<file path="src/pkg/intc_flags_pkg.sv">
// register map, field positions and reset values of the interrupt control flags block
package intc_flags_pkg;
  localparam int ADDR_W = 4;
  // word byte addresses on the avalon bus
  localparam logic [ADDR_W-1:0] CORE_CONTROL_ADDR = 4'h0;
  localparam logic [ADDR_W-1:0] INT_CONTROL_ONE_ADDR = 4'h4;
  localparam logic [ADDR_W-1:0] INT_CONTROL_TWO_ADDR = 4'h8;
  localparam logic [ADDR_W-1:0] INT_FLAGS_ZERO_ADDR = 4'hc;
  localparam logic [ADDR_W-1:0] CPU_STATUS_ADDR = 4'h0;
  // core control fields
  localparam int PRIORITY_MSB_BIT = 3;
  localparam int VISIBILITY_BIT = 2;
  // cpu status fields
  localparam int PRIORITY_LOW_LSB = 5;
  // interrupt control one fields
  localparam int NESTING_DISABLE_BIT = 15;
  localparam int DIVIDE_ZERO_BIT = 6;
  localparam int DMA_FAULT_BIT = 5;
  localparam int ARITH_TRAP_BIT = 4;
  localparam int ADDRESS_TRAP_BIT = 3;
  localparam int STACK_TRAP_BIT = 2;
  localparam int OSC_FAIL_BIT = 1;
  // interrupt control two fields
  localparam int ALT_VECTOR_BIT = 15;
  localparam int TIMED_DISABLE_BIT = 14;
  localparam int EXT0_EDGE_BIT = 0;
  // implemented-bit masks
  localparam logic [15:0] CORE_CONTROL_MASK = 16'h000c;
  localparam logic [15:0] INT_CONTROL_ONE_MASK = 16'h807e;
  localparam logic [15:0] INT_CONTROL_TWO_MASK = 16'hc007;
  localparam logic [15:0] INT_FLAGS_ZERO_MASK = 16'h7fff;
  localparam logic [15:0] REG_RESET = 16'h0000;
  localparam logic [2:0] LOW_PRIORITY_MAX = 3'h7;
  localparam int FLAG_COUNT = 15;
  localparam int EXT_COUNT = 3;
endpackage : intc_flags_pkg

</file>
<file path="src/interrupt_control_flags.sv">
// global interrupt control, trap status, edge polarity and first flag register
//
// Design decisions made here: register access over Avalon-MM and the register offsets.
`timescale 1ns/100ps
// Function
// - priority level is msb bit from core control over three status low bits.
// - msb bit set while priority is above seven, clear otherwise.
// - nesting disable one blocks preemption; zero lets higher priority preempt.
// - divide-by-zero status set when a math trap comes from division by zero.
// - dma fault status set on a dma controller error trap.
// - arithmetic trap status set on every math error trap.
// - address trap status set on an address error trap.
// - stack trap status set on a stack error trap.
// - oscillator failure status set on an oscillator failure trap.
// - alternate vector select one uses alternate table, zero the default.
// - read-only bit shows a timed interrupt disable is active.
// - each external input detects falling edge when polarity one, else rising.
// - each flag reads one after its source requested, zero otherwise.
// - flags zero to seven: ext0, cap1, cmp1, tmr1, dma0, cap2, cmp2, tmr2.
// - flags eight to fourteen: tmr3, spi err, spi, rx1, tx1, adc, dma1.
// - unimplemented bits in these registers always read zero.
// - sources set flags; flags stay set until software clears them.
// - low priority bits sit at status seven to five; level seven up masks users.
// - nesting disable one makes the low priority bits read-only.
// - software cannot set the priority msb bit.
module interrupt_control_flags
  import intc_flags_pkg::*;
(
  // clock and reset
  input wire logic clock_i,
  input wire logic rst_i,
  // avalon-mm register slave
  input wire logic [ADDR_W-1:0] address_i,
  input wire logic read_i,
  input wire logic write_i,
  input wire logic [31:0] writedata_i,
  input wire logic [3:0] byteenable_i,
  output logic [31:0] readdata_o,
  output logic waitrequest_o,
  output logic response_error_o,
  // processor core priority interface
  input wire logic [2:0] priority_low_bits_i,
  input wire logic priority_load_i,
  input wire logic [3:0] priority_level_i,
  input wire logic timed_disable_active_i,
  input wire logic in_service_i,
  input wire logic [3:0] pending_level_i,
  output logic [3:0] cpu_priority_o,
  output logic [2:0] priority_low_bits_o,
  output logic low_bits_locked_o,
  output logic user_irq_masked_o,
  output logic preempt_allowed_o,
  output logic alt_vector_select_o,
  output logic program_space_visibility_o,
  // trap event pulses
  input wire logic arith_trap_i,
  input wire logic divide_zero_cause_i,
  input wire logic dma_fault_trap_i,
  input wire logic address_trap_i,
  input wire logic stack_trap_i,
  input wire logic osc_fail_trap_i,
  // peripheral request pulses, flags 1 to 14 (bit 0 unused)
  input wire logic [FLAG_COUNT-1:0] periph_req_i,
  // external interrupt pins
  input wire logic [EXT_COUNT-1:0] ext_pin_i,
  // flag state to the arbiter
  output logic [FLAG_COUNT-1:0] flags_o,
  output logic [EXT_COUNT-1:0] ext_edge_polarity_o
);
  logic accept;
  logic wr_en;
  logic rd_en;
  logic [15:0] wdata;
  logic [15:0] wmask;
  logic [EXT_COUNT-1:0] ext_edge;

  logic priority_msb_ff;
  logic visibility_ff;
  logic [2:0] low_bits_ff;
  logic nesting_disable_ff;
  logic [5:0] trap_ff;
  logic alt_vector_ff;
  logic timed_disable_ff;
  logic [EXT_COUNT-1:0] polarity_ff;
  logic [FLAG_COUNT-1:0] flag_ff;
  logic [FLAG_COUNT-1:0] flag_set;
  logic [31:0] readdata_ff;
  logic error_ff;
  logic [15:0] rd_word;
  logic rd_hit;

  avalon_reg_port u_port (
    .clock_i(clock_i),
    .rst_i(rst_i),
    .read_i(read_i),
    .write_i(write_i),
    .waitrequest_o(waitrequest_o),
    .accept_o(accept)
  );

  ext_edge_detect #(
    .WIDTH(EXT_COUNT)
  ) u_edges (
    .clock_i(clock_i),
    .rst_i(rst_i),
    .pin_i(ext_pin_i),
    .falling_sel_i(polarity_ff),
    .edge_o(ext_edge)
  );

  assign wr_en = accept & write_i;
  assign rd_en = accept & read_i;
  assign wdata = writedata_i[15:0];
  // byte lanes above 15 carry nothing
  assign wmask = {{8{byteenable_i[1]}}, {8{byteenable_i[0]}}};

  // core control: msb bit follows the core's level; software can only clear it
  always_ff @(posedge clock_i) begin
    if (rst_i) begin
      priority_msb_ff <= 1'b0;
      visibility_ff <= 1'b0;
    end else begin
      if (priority_load_i) begin
        priority_msb_ff <= (priority_level_i > {1'b0, LOW_PRIORITY_MAX});
      end else if (wr_en && address_i == CORE_CONTROL_ADDR && wmask[PRIORITY_MSB_BIT]
                   && !wdata[PRIORITY_MSB_BIT]) begin
        priority_msb_ff <= 1'b0;
      end
      if (wr_en && address_i == CORE_CONTROL_ADDR && wmask[VISIBILITY_BIT]) begin
        visibility_ff <= wdata[VISIBILITY_BIT];
      end
    end
  end

  // low priority bits held here for the core; locked while nesting is off
  always_ff @(posedge clock_i) begin
    if (rst_i) begin
      low_bits_ff <= 3'h0;
    end else if (priority_load_i) begin
      low_bits_ff <= priority_level_i[2:0];
    end else if (!nesting_disable_ff && priority_low_bits_i != low_bits_ff) begin
      low_bits_ff <= priority_low_bits_i;
    end
  end

  // interrupt control one: control bit plus sticky trap status
  always_ff @(posedge clock_i) begin
    if (rst_i) begin
      nesting_disable_ff <= 1'b0;
      trap_ff <= 6'h00;
    end else begin
      if (wr_en && address_i == INT_CONTROL_ONE_ADDR && wmask[NESTING_DISABLE_BIT]) begin
        nesting_disable_ff <= wdata[NESTING_DISABLE_BIT];
      end
      for (int i = 0; i < 6; i++) begin
        // trap event beats a same-cycle software clear
        if (wr_en && address_i == INT_CONTROL_ONE_ADDR && wmask[OSC_FAIL_BIT + i]) begin
          trap_ff[i] <= wdata[OSC_FAIL_BIT + i];
        end
      end
      if (osc_fail_trap_i) trap_ff[OSC_FAIL_BIT - 1] <= 1'b1;
      if (stack_trap_i) trap_ff[STACK_TRAP_BIT - 1] <= 1'b1;
      if (address_trap_i) trap_ff[ADDRESS_TRAP_BIT - 1] <= 1'b1;
      if (arith_trap_i) trap_ff[ARITH_TRAP_BIT - 1] <= 1'b1;
      if (dma_fault_trap_i) trap_ff[DMA_FAULT_BIT - 1] <= 1'b1;
      if (arith_trap_i && divide_zero_cause_i) begin
        trap_ff[DIVIDE_ZERO_BIT - 1] <= 1'b1;
      end
    end
  end

  // interrupt control two
  always_ff @(posedge clock_i) begin
    if (rst_i) begin
      alt_vector_ff <= 1'b0;
      polarity_ff <= '0;
      timed_disable_ff <= 1'b0;
    end else begin
      timed_disable_ff <= timed_disable_active_i;
      if (wr_en && address_i == INT_CONTROL_TWO_ADDR) begin
        if (wmask[ALT_VECTOR_BIT]) alt_vector_ff <= wdata[ALT_VECTOR_BIT];
        if (wmask[EXT0_EDGE_BIT]) polarity_ff <= wdata[EXT0_EDGE_BIT +: EXT_COUNT];
      end
    end
  end

  // flag sources: ext0 comes from the pin detector, others from peripherals
  always_comb begin
    flag_set = periph_req_i;
    flag_set[0] = ext_edge[0];
  end

  // sticky flags, set wins over a same-cycle clear
  genvar f;
  generate
    for (f = 0; f < FLAG_COUNT; f++) begin : g_flag
      always_ff @(posedge clock_i) begin
        if (rst_i) begin
          flag_ff[f] <= 1'b0;
        end else if (flag_set[f]) begin
          flag_ff[f] <= 1'b1;
        end else if (wr_en && address_i == INT_FLAGS_ZERO_ADDR && wmask[f]) begin
          flag_ff[f] <= wdata[f];
        end
      end
    end
  endgenerate

  // read mux, unimplemented bits forced low
  always_comb begin
    rd_word = 16'h0000;
    rd_hit = 1'b1;
    unique case (address_i)
      CORE_CONTROL_ADDR: begin
        rd_word[PRIORITY_MSB_BIT] = priority_msb_ff;
        rd_word[VISIBILITY_BIT] = visibility_ff;
      end
      INT_CONTROL_ONE_ADDR: begin
        rd_word[NESTING_DISABLE_BIT] = nesting_disable_ff;
        rd_word[DIVIDE_ZERO_BIT:OSC_FAIL_BIT] = trap_ff;
      end
      INT_CONTROL_TWO_ADDR: begin
        rd_word[ALT_VECTOR_BIT] = alt_vector_ff;
        rd_word[TIMED_DISABLE_BIT] = timed_disable_ff;
        rd_word[EXT0_EDGE_BIT +: EXT_COUNT] = polarity_ff;
      end
      INT_FLAGS_ZERO_ADDR: begin
        rd_word[FLAG_COUNT-1:0] = flag_ff;
      end
      default: begin
        rd_hit = 1'b0;
      end
    endcase
  end

  always_ff @(posedge clock_i) begin
    if (rst_i) begin
      readdata_ff <= 32'h0000_0000;
      error_ff <= 1'b0;
    end else if (rd_en) begin
      readdata_ff <= {16'h0000, rd_word};
      error_ff <= ~rd_hit;
    end else if (wr_en) begin
      error_ff <= ~rd_hit;
    end
  end

  // read data must stand at the accepting edge, so bypass the register then
  assign readdata_o = rd_en ? {16'h0000, rd_word} : readdata_ff;
  assign response_error_o = accept ? ~rd_hit : error_ff;

  // priority composition and consequences
  assign priority_low_bits_o = low_bits_ff;
  assign cpu_priority_o = {priority_msb_ff, low_bits_ff};
  assign user_irq_masked_o = priority_msb_ff | (low_bits_ff == LOW_PRIORITY_MAX);
  assign low_bits_locked_o = nesting_disable_ff;
  assign preempt_allowed_o = ~(nesting_disable_ff & in_service_i)
                             & (pending_level_i > {priority_msb_ff, low_bits_ff});
  assign alt_vector_select_o = alt_vector_ff;
  assign program_space_visibility_o = visibility_ff;
  assign flags_o = flag_ff;
  assign ext_edge_polarity_o = polarity_ff;
endmodule : interrupt_control_flags

</file>
<file path="src/ext_edge_detect.sv">
// synchroniser and polarity-selected edge detector for external request pins
`timescale 1ns/100ps
module ext_edge_detect
  import intc_flags_pkg::*;
#(
  parameter int WIDTH = EXT_COUNT
) (
  // clock and reset
  input wire logic clock_i,
  input wire logic rst_i,
  // pins and polarity
  input wire logic [WIDTH-1:0] pin_i,
  input wire logic [WIDTH-1:0] falling_sel_i,
  // one-cycle request pulses
  output logic [WIDTH-1:0] edge_o
);
  // a zero-width bank has nothing to watch
  if (WIDTH < 1) begin : g_width_check
    $error("ext_edge_detect needs at least one input");
  end

  genvar g;
  generate
    for (g = 0; g < WIDTH; g++) begin : g_pin
      logic meta_ff;
      logic sync_a_ff;
      logic sync_b_ff;
      logic stable_ff;
      logic nxt_stable;
      always_ff @(posedge clock_i) begin
        meta_ff <= pin_i[g];
        sync_a_ff <= meta_ff;
        sync_b_ff <= sync_a_ff;
      end
      // a level only counts once the last two stages agree
      always_comb begin
        nxt_stable = (sync_a_ff == sync_b_ff) ? sync_b_ff : stable_ff;
      end
      always_ff @(posedge clock_i) begin
        if (rst_i) begin
          stable_ff <= 1'b0;
        end else begin
          stable_ff <= nxt_stable;
        end
      end
      // polarity bit one selects the falling edge
      assign edge_o[g] = falling_sel_i[g] ? (stable_ff & ~nxt_stable)
                                          : (~stable_ff & nxt_stable);
    end
  endgenerate
endmodule : ext_edge_detect

</file>
<file path="src/avalon_reg_port.sv">
// avalon-mm slave handshake: one wait state on every access
`timescale 1ns/100ps
module avalon_reg_port (
  // clock and reset
  input wire logic clock_i,
  input wire logic rst_i,
  // bus request
  input wire logic read_i,
  input wire logic write_i,
  // handshake
  output logic waitrequest_o,
  output logic accept_o
);
  logic done_ff;

  // waitrequest drops in the second cycle of a request, then rearms
  always_ff @(posedge clock_i) begin
    if (rst_i) begin
      done_ff <= 1'b0;
    end else begin
      done_ff <= (read_i | write_i) & ~done_ff;
    end
  end

  assign accept_o = (read_i | write_i) & done_ff;
  assign waitrequest_o = (read_i | write_i) & ~done_ff;
endmodule : avalon_reg_port

</file>
<file path="config.mk">
export PLATFORM = sky130hd
export DESIGN_NAME = interrupt_control_flags
export DESIGN_NICKNAME = d
export VERILOG_FILES = /design/src/pkg/intc_flags_pkg.sv /design/src/interrupt_control_flags.sv /design/src/ext_edge_detect.sv /design/src/avalon_reg_port.sv
export SDC_FILE = /design/constraint.sdc
export NUM_CORES = 1
export LEC_CHECK = 0
export BUFFER_PORTS_ARGS = -buffer_cell sky130_fd_sc_hd__buf_2
export CORE_MARGIN = 4
export CORE_UTILIZATION = 43
export CTS_CLUSTER_SIZE = 24
export DETAILED_ROUTE_END_ITERATION = 8
export PLACE_DENSITY = 0.82
export SKIP_CTS_REPAIR_TIMING = 1
export SLEW_MARGIN = 20
export SYNTH_ARGS = -nofsm -noshare
export SYNTH_HDL_FRONTEND = slang
export SYNTH_HIERARCHICAL = 1
export SYNTH_SLANG_ARGS = --single-unit
</file>
<file path="constraint.sdc">
create_clock -name clock_i -period 1.5 [get_ports clock_i]
set_input_delay 0.075 -clock clock_i [delete_from_list [all_inputs] [get_ports clock_i]]
set_output_delay 0.075 -clock clock_i [all_outputs]
set_load 0.01 [all_outputs]
</file>
; Yosys cells after proc, flatten, opt, wreduce, memory -nomap -nowiden
; Cells that the tools add are included.
[classes]
n_lt_le_gt_ge = 2
n_eq_ne = 6
mux = 61
bitwise_logic = 15
n_reduce_logical = 42
[ops]
columns = op, count
row1 = 1-bit two-way mux, 50
row2 = 2-bit nonzero test, 24
row3 = 32-bit two-way mux, 1
row4 = 1-bit logical AND, 12
row5 = 1-bit AND, 8
row6 = "4-bit == test, second input constant", 2
row7 = 7-bit two-way mux, 1
row8 = 3-bit two-way mux, 2
row9 = 1-bit one-hot mux with 2 select lines, 3
row10 = 1-bit one-hot mux with 3 select lines, 2
row11 = 3-bit one-hot mux with 2 select lines, 1
row12 = 1-bit inverter, 5
row13 = "4-bit by 3-bit == test with 1-bit output, second input constant", 1
row14 = "4-bit by 3-bit greater-than comparator with 1-bit output, second input constant", 1
row15 = 4-bit greater-than comparator, 1
row16 = 4-bit logical NOT, 1
row17 = 1-bit one-hot mux with 4 select lines, 1
row18 = 2-bit AND reduction, 2
row19 = 4-bit OR reduction, 1
row20 = "3-bit == test, second input constant", 1
row21 = 3-bit inequality test, 1
row22 = 1-bit logical NOT, 2
row23 = 1-bit bitwise OR, 2
row24 = 1-bit == test, 1
[word_totals]
regBits = 70
input_bits = 82
output_inout_bits = 64

; Logic depth before layout (Yosys ltp)
[logic_depth]
ltp_word = 8
depth_mapped = 8
ltp_nobuf = 5

; Modules after synthesis
; The synthesis kept the hierarchy.
[by_module_without_submodules]
columns = module, instances, cells_each, area_each_um2
row1 = interrupt_control_flags, 1, 358, 3088.0
row2 = ext_edge_detect, 1, 30, 364.1
row3 = avalon_reg_port, 1, 5, 46.3

; Least setup slack after synthesis
; No wires, ideal clock.
[synth_timing]
path_type = register to output
from = reg low_bits_ff[1], in the netlist priority_low_bits_o[1]
to = out preempt_allowed_o
arrival_ps = 1364
required_ps = 1425
slack_ps = 61
path_stages_with_launch = 7
path_buffers = 1
cell_sequence = dfxtp_1 -> clkbuf_1 -> inv_1 -> ha_1 -> nor2b_1 -> o211ai_1 -> a21oi_1
[synth_between]
elab_chain_len = 2
[synth_rtl]
columns = item, line_no
row1 = "start, declared", interrupt_control_flags.sv:79  ; logic [2:0] low_bits_ff;
row2 = "start signal, assigned", interrupt_control_flags.sv:140  ; low_bits_ff <= priority_level_i[2:0];
row3 = "start signal, assigned", interrupt_control_flags.sv:142  ; low_bits_ff <= priority_low_bits_i;
row4 = 4-bit greater-than comparator, interrupt_control_flags.sv:258  ; & (pending_level_i > {priority_msb_ff, low_bits_ff});
row5 = 1-bit AND, interrupt_control_flags.sv:258
row6 = "end, declared", interrupt_control_flags.sv:52  ; output logic preempt_allowed_o,
; Every way passes these cells.

; Worst setup path in the final report
[layout_timing]
from = reg u_port.done_ff
to = out readdata_o[15]
[layout_between]
elab_chain_len = 3
[layout_rtl]
columns = item, line_no
row1 = "start, declared", avalon_reg_port.sv:14  ; logic done_ff;
row2 = "start signal, assigned", avalon_reg_port.sv:21  ; done_ff <= (read_i | write_i) & ~done_ff;
row3 = 1-bit AND, avalon_reg_port.sv:25  ; assign accept_o = (read_i | write_i) & done_ff;
row4 = net accept, interrupt_control_flags.sv:70  ; logic accept;
row5 = 1-bit AND, interrupt_control_flags.sv:112  ; assign rd_en = accept & read_i;
row6 = 32-bit two-way mux, interrupt_control_flags.sv:249  ; assign readdata_o = rd_en ? {16'h0000, rd_word} : readdata_ff;
row7 = "end, declared", interrupt_control_flags.sv:38  ; output logic [31:0] readdata_o,
; The timed path passes the listed nets, and every way through them passes these cells.

==> flow_summary.json <==
{
  "hold_path_class": "input port to flop",
  "layout_min_cycle_time_ns": 1.639,
  "p_total_mw": 3.947,
  "h-tree-depth": 3,
  "hold_viol": 5,
  "post_drt_wl_per_cell_um": 16.27,
  "grt_max_degree": 52,
  "antenna_found_initial": 1,
  "fmax_ghz": 0.6101,
  "yosysWarnings": 6,
  "syn_to_final_growth_pct": 44.54,
  "worstSetupPathType": "flop to output pin",
  "synth_nets": 459,
  "fp.coreArea_um2": 7292,
  "boundaryPins": 146,
  "groute.usage.overall_pct": 19.93,
  "outcome": "finished, violations left",
  "fin_skew_ns": 0.009639,
  "finalWorstSetupSlack_ns": -0.1392,
  "insertion_delay_ns": 0.34,
  "first_pass_iters": 4,
  "io_buffer_count": 124,
  "placementRows": 31,
  "clkSlewWorstSetupHoldPaths_ns": 0.08,
  "leakage_nw": 2.081,
  "clkSinkCount": 70,
  "start_util_pct": 44.65,
  "cts_tree": "done",
  "fp.dieW_um": 95.01,
  "grt_use_met3_pct": 6.551,
  "path_max_fanout": 12,
  "worstPathRequired_ns": 1.42,
  "slew_headroom_pct": 51.86,
  "die_y_um": 95.01,
  "syn_area_um2": 3256,
  "grtUsageMet2_pct": 33.82,
  "overflow": 0,
  "cp-end-kind": "output pin",
  "drc": 0,
  "drive_above_1_share_pct": 44.53,
  "slew_viol_final": 0,
  "maxCapViolCount": 0,
  "cts_buffer_depth": 2,
  "place.gp.congestion": 0.8447,
  "grt_pass1_vias": 2984,
  "power.density_nw_per_um2": 838.7,
  "peakVddDrop_mv": 0.5332,
  "first_iter_violations": 215,
  "busiest_layer": "met2",
  "grt_setup_unrepaired": "yes",
  "setup_viol": 34,
  "clock-root-buffer": "clkbuf_8",
  "cts_inserted_buffers": 9,
  "syn_area_per_cell_um2": 8.728,
  "startpoint_type": "flop",
  "fin_crit_sh_pct": 109.3,
  "ant_nets": 0,
  "hpwl_um": 6745,
  "fillers": 611,
  "drt_wl_total_um": 9959,
  "syn_inst": 373,
  "worstMarginPinSlew_ns": 0.7194,
  "grt_pass1_wl_um": 14210,
  "die-area_um2": 9027,
  "worstPathArrival_ns": 1.56,
  "fin_hold_ws_ns": -0.02598,
  "vias_per_cell": 5.423,
  "use_met1_pct": 24.01,
  "nets": 593,
  "vias": 3319,
  "setup_tns_ns": -2.745,
  "violations": "hold timing, setup timing"
}
==> layout by cell type (no fill, tap or decap), types with 7 or more instances in the layout <==
master / count
a21oi_1: 33
a31oi_1: 20
and2_1: 27
buf_2: 114
buf_4: 13
buf_6: 13
clkbuf_8: 9
dfxtp_1: 66
dlygate4sd3_1: 7
mux2_1: 7
nand2_1: 20
nand2_2: 12
nand3_1: 25
nor2_1: 12
o21ai_0: 15
o21ai_1: 10
==> registers in the layout (all words and copies together), names as in the netlist <==
signal                      flops
trap_ff                         6
u_edges/g_pin.stable_ff         1
error_ff                        1
u_edges/g_pin.meta_ff           1
flags_o                        15
priority_low_bits_o             3
u_port/done_ff                  1
alt_vector_select_o             1
program_space_visibility_o      1
u_edges/g_pin.sync_a_ff         1
ext_edge_polarity_o             3
low_bits_locked_o               1
priority_msb_ff                 1
readdata_ff                    32
u_edges/g_pin.sync_b_ff         1
timed_disable_ff                1
==> cell type report <==
cell class / count / area (um^2) / share of cell area, %
Antenna cell: 1 / 2.502 / 0.05318
Timing Repair Buffer: 155 / 1035 / 21.99
Inverter: 4 / 15.01 / 0.3191
Clock inverter: 7 / 50.05 / 1.064
Multi-Input combinational cell: 267 / 1947 / 41.37
Tap cell: 99 / 123.9 / 2.632
Clock buffer: 9 / 123.9 / 2.632
Sequential cell: 70 / 1409 / 29.94
==> layer usage <==
metal  vias to the layer above  routed length, um
li1                       1603                  -
met1                      1589               4038
met2                       114               5094
met3                        11                715
met4                         2                 98
met5                         -                 12
==> critical path, stage by stage, from the launching register on <==
cell	delay (ns)
dfxtp_2	0.33
nor2b_4	0.17
and2_4	0.19
buf_12	0.14
nand3_1	0.11
nand3_1	0.13
buf_2	0.14
==> metrics by stage <==
step | util [%] | instance area [um^2] | hold slack, ns | setup WS, ns | std cells
after floorplan | - | 3256 | 0.1027 | 0.06107 | 373
after global placement | 55.82 | 4070 | 0.1784 | 0.03767 | 586
after detailed placement | 55.82 | 4070 | 0.1790 | -0.04310 | 586
after CTS | 58.20 | 4244 | -0.1848 | -0.3199 | 602
after global routing | 64.50 | 4703 | 0.002047 | -0.2271 | 611
final | 64.53 | 4706 | -0.02598 | -0.1392 | 612
==> worst paths after layout <==
check,start,endpoint,slack (ns),cells past startpoint
max reg2reg,u_port/done_ff,trap_ff[4],0.03,7
min,priority_level_i[2],priority_low_bits_o[2],-0.03,3
max,u_port/done_ff,readdata_o[15],-0.14,6
min reg2reg,u_edges/g_pin[0].meta_ff,u_edges/g_pin[0].sync_a_ff,0.33,0
==> power breakdown <==
part           switching, mW  total, mW  internal, mW
clock                  0.733       1.33         0.601
sequential            0.0470       1.97          1.92
combinational          0.346      0.646         0.300
total                   1.13       3.95          2.82
Power figures use the tool's default switching activity.
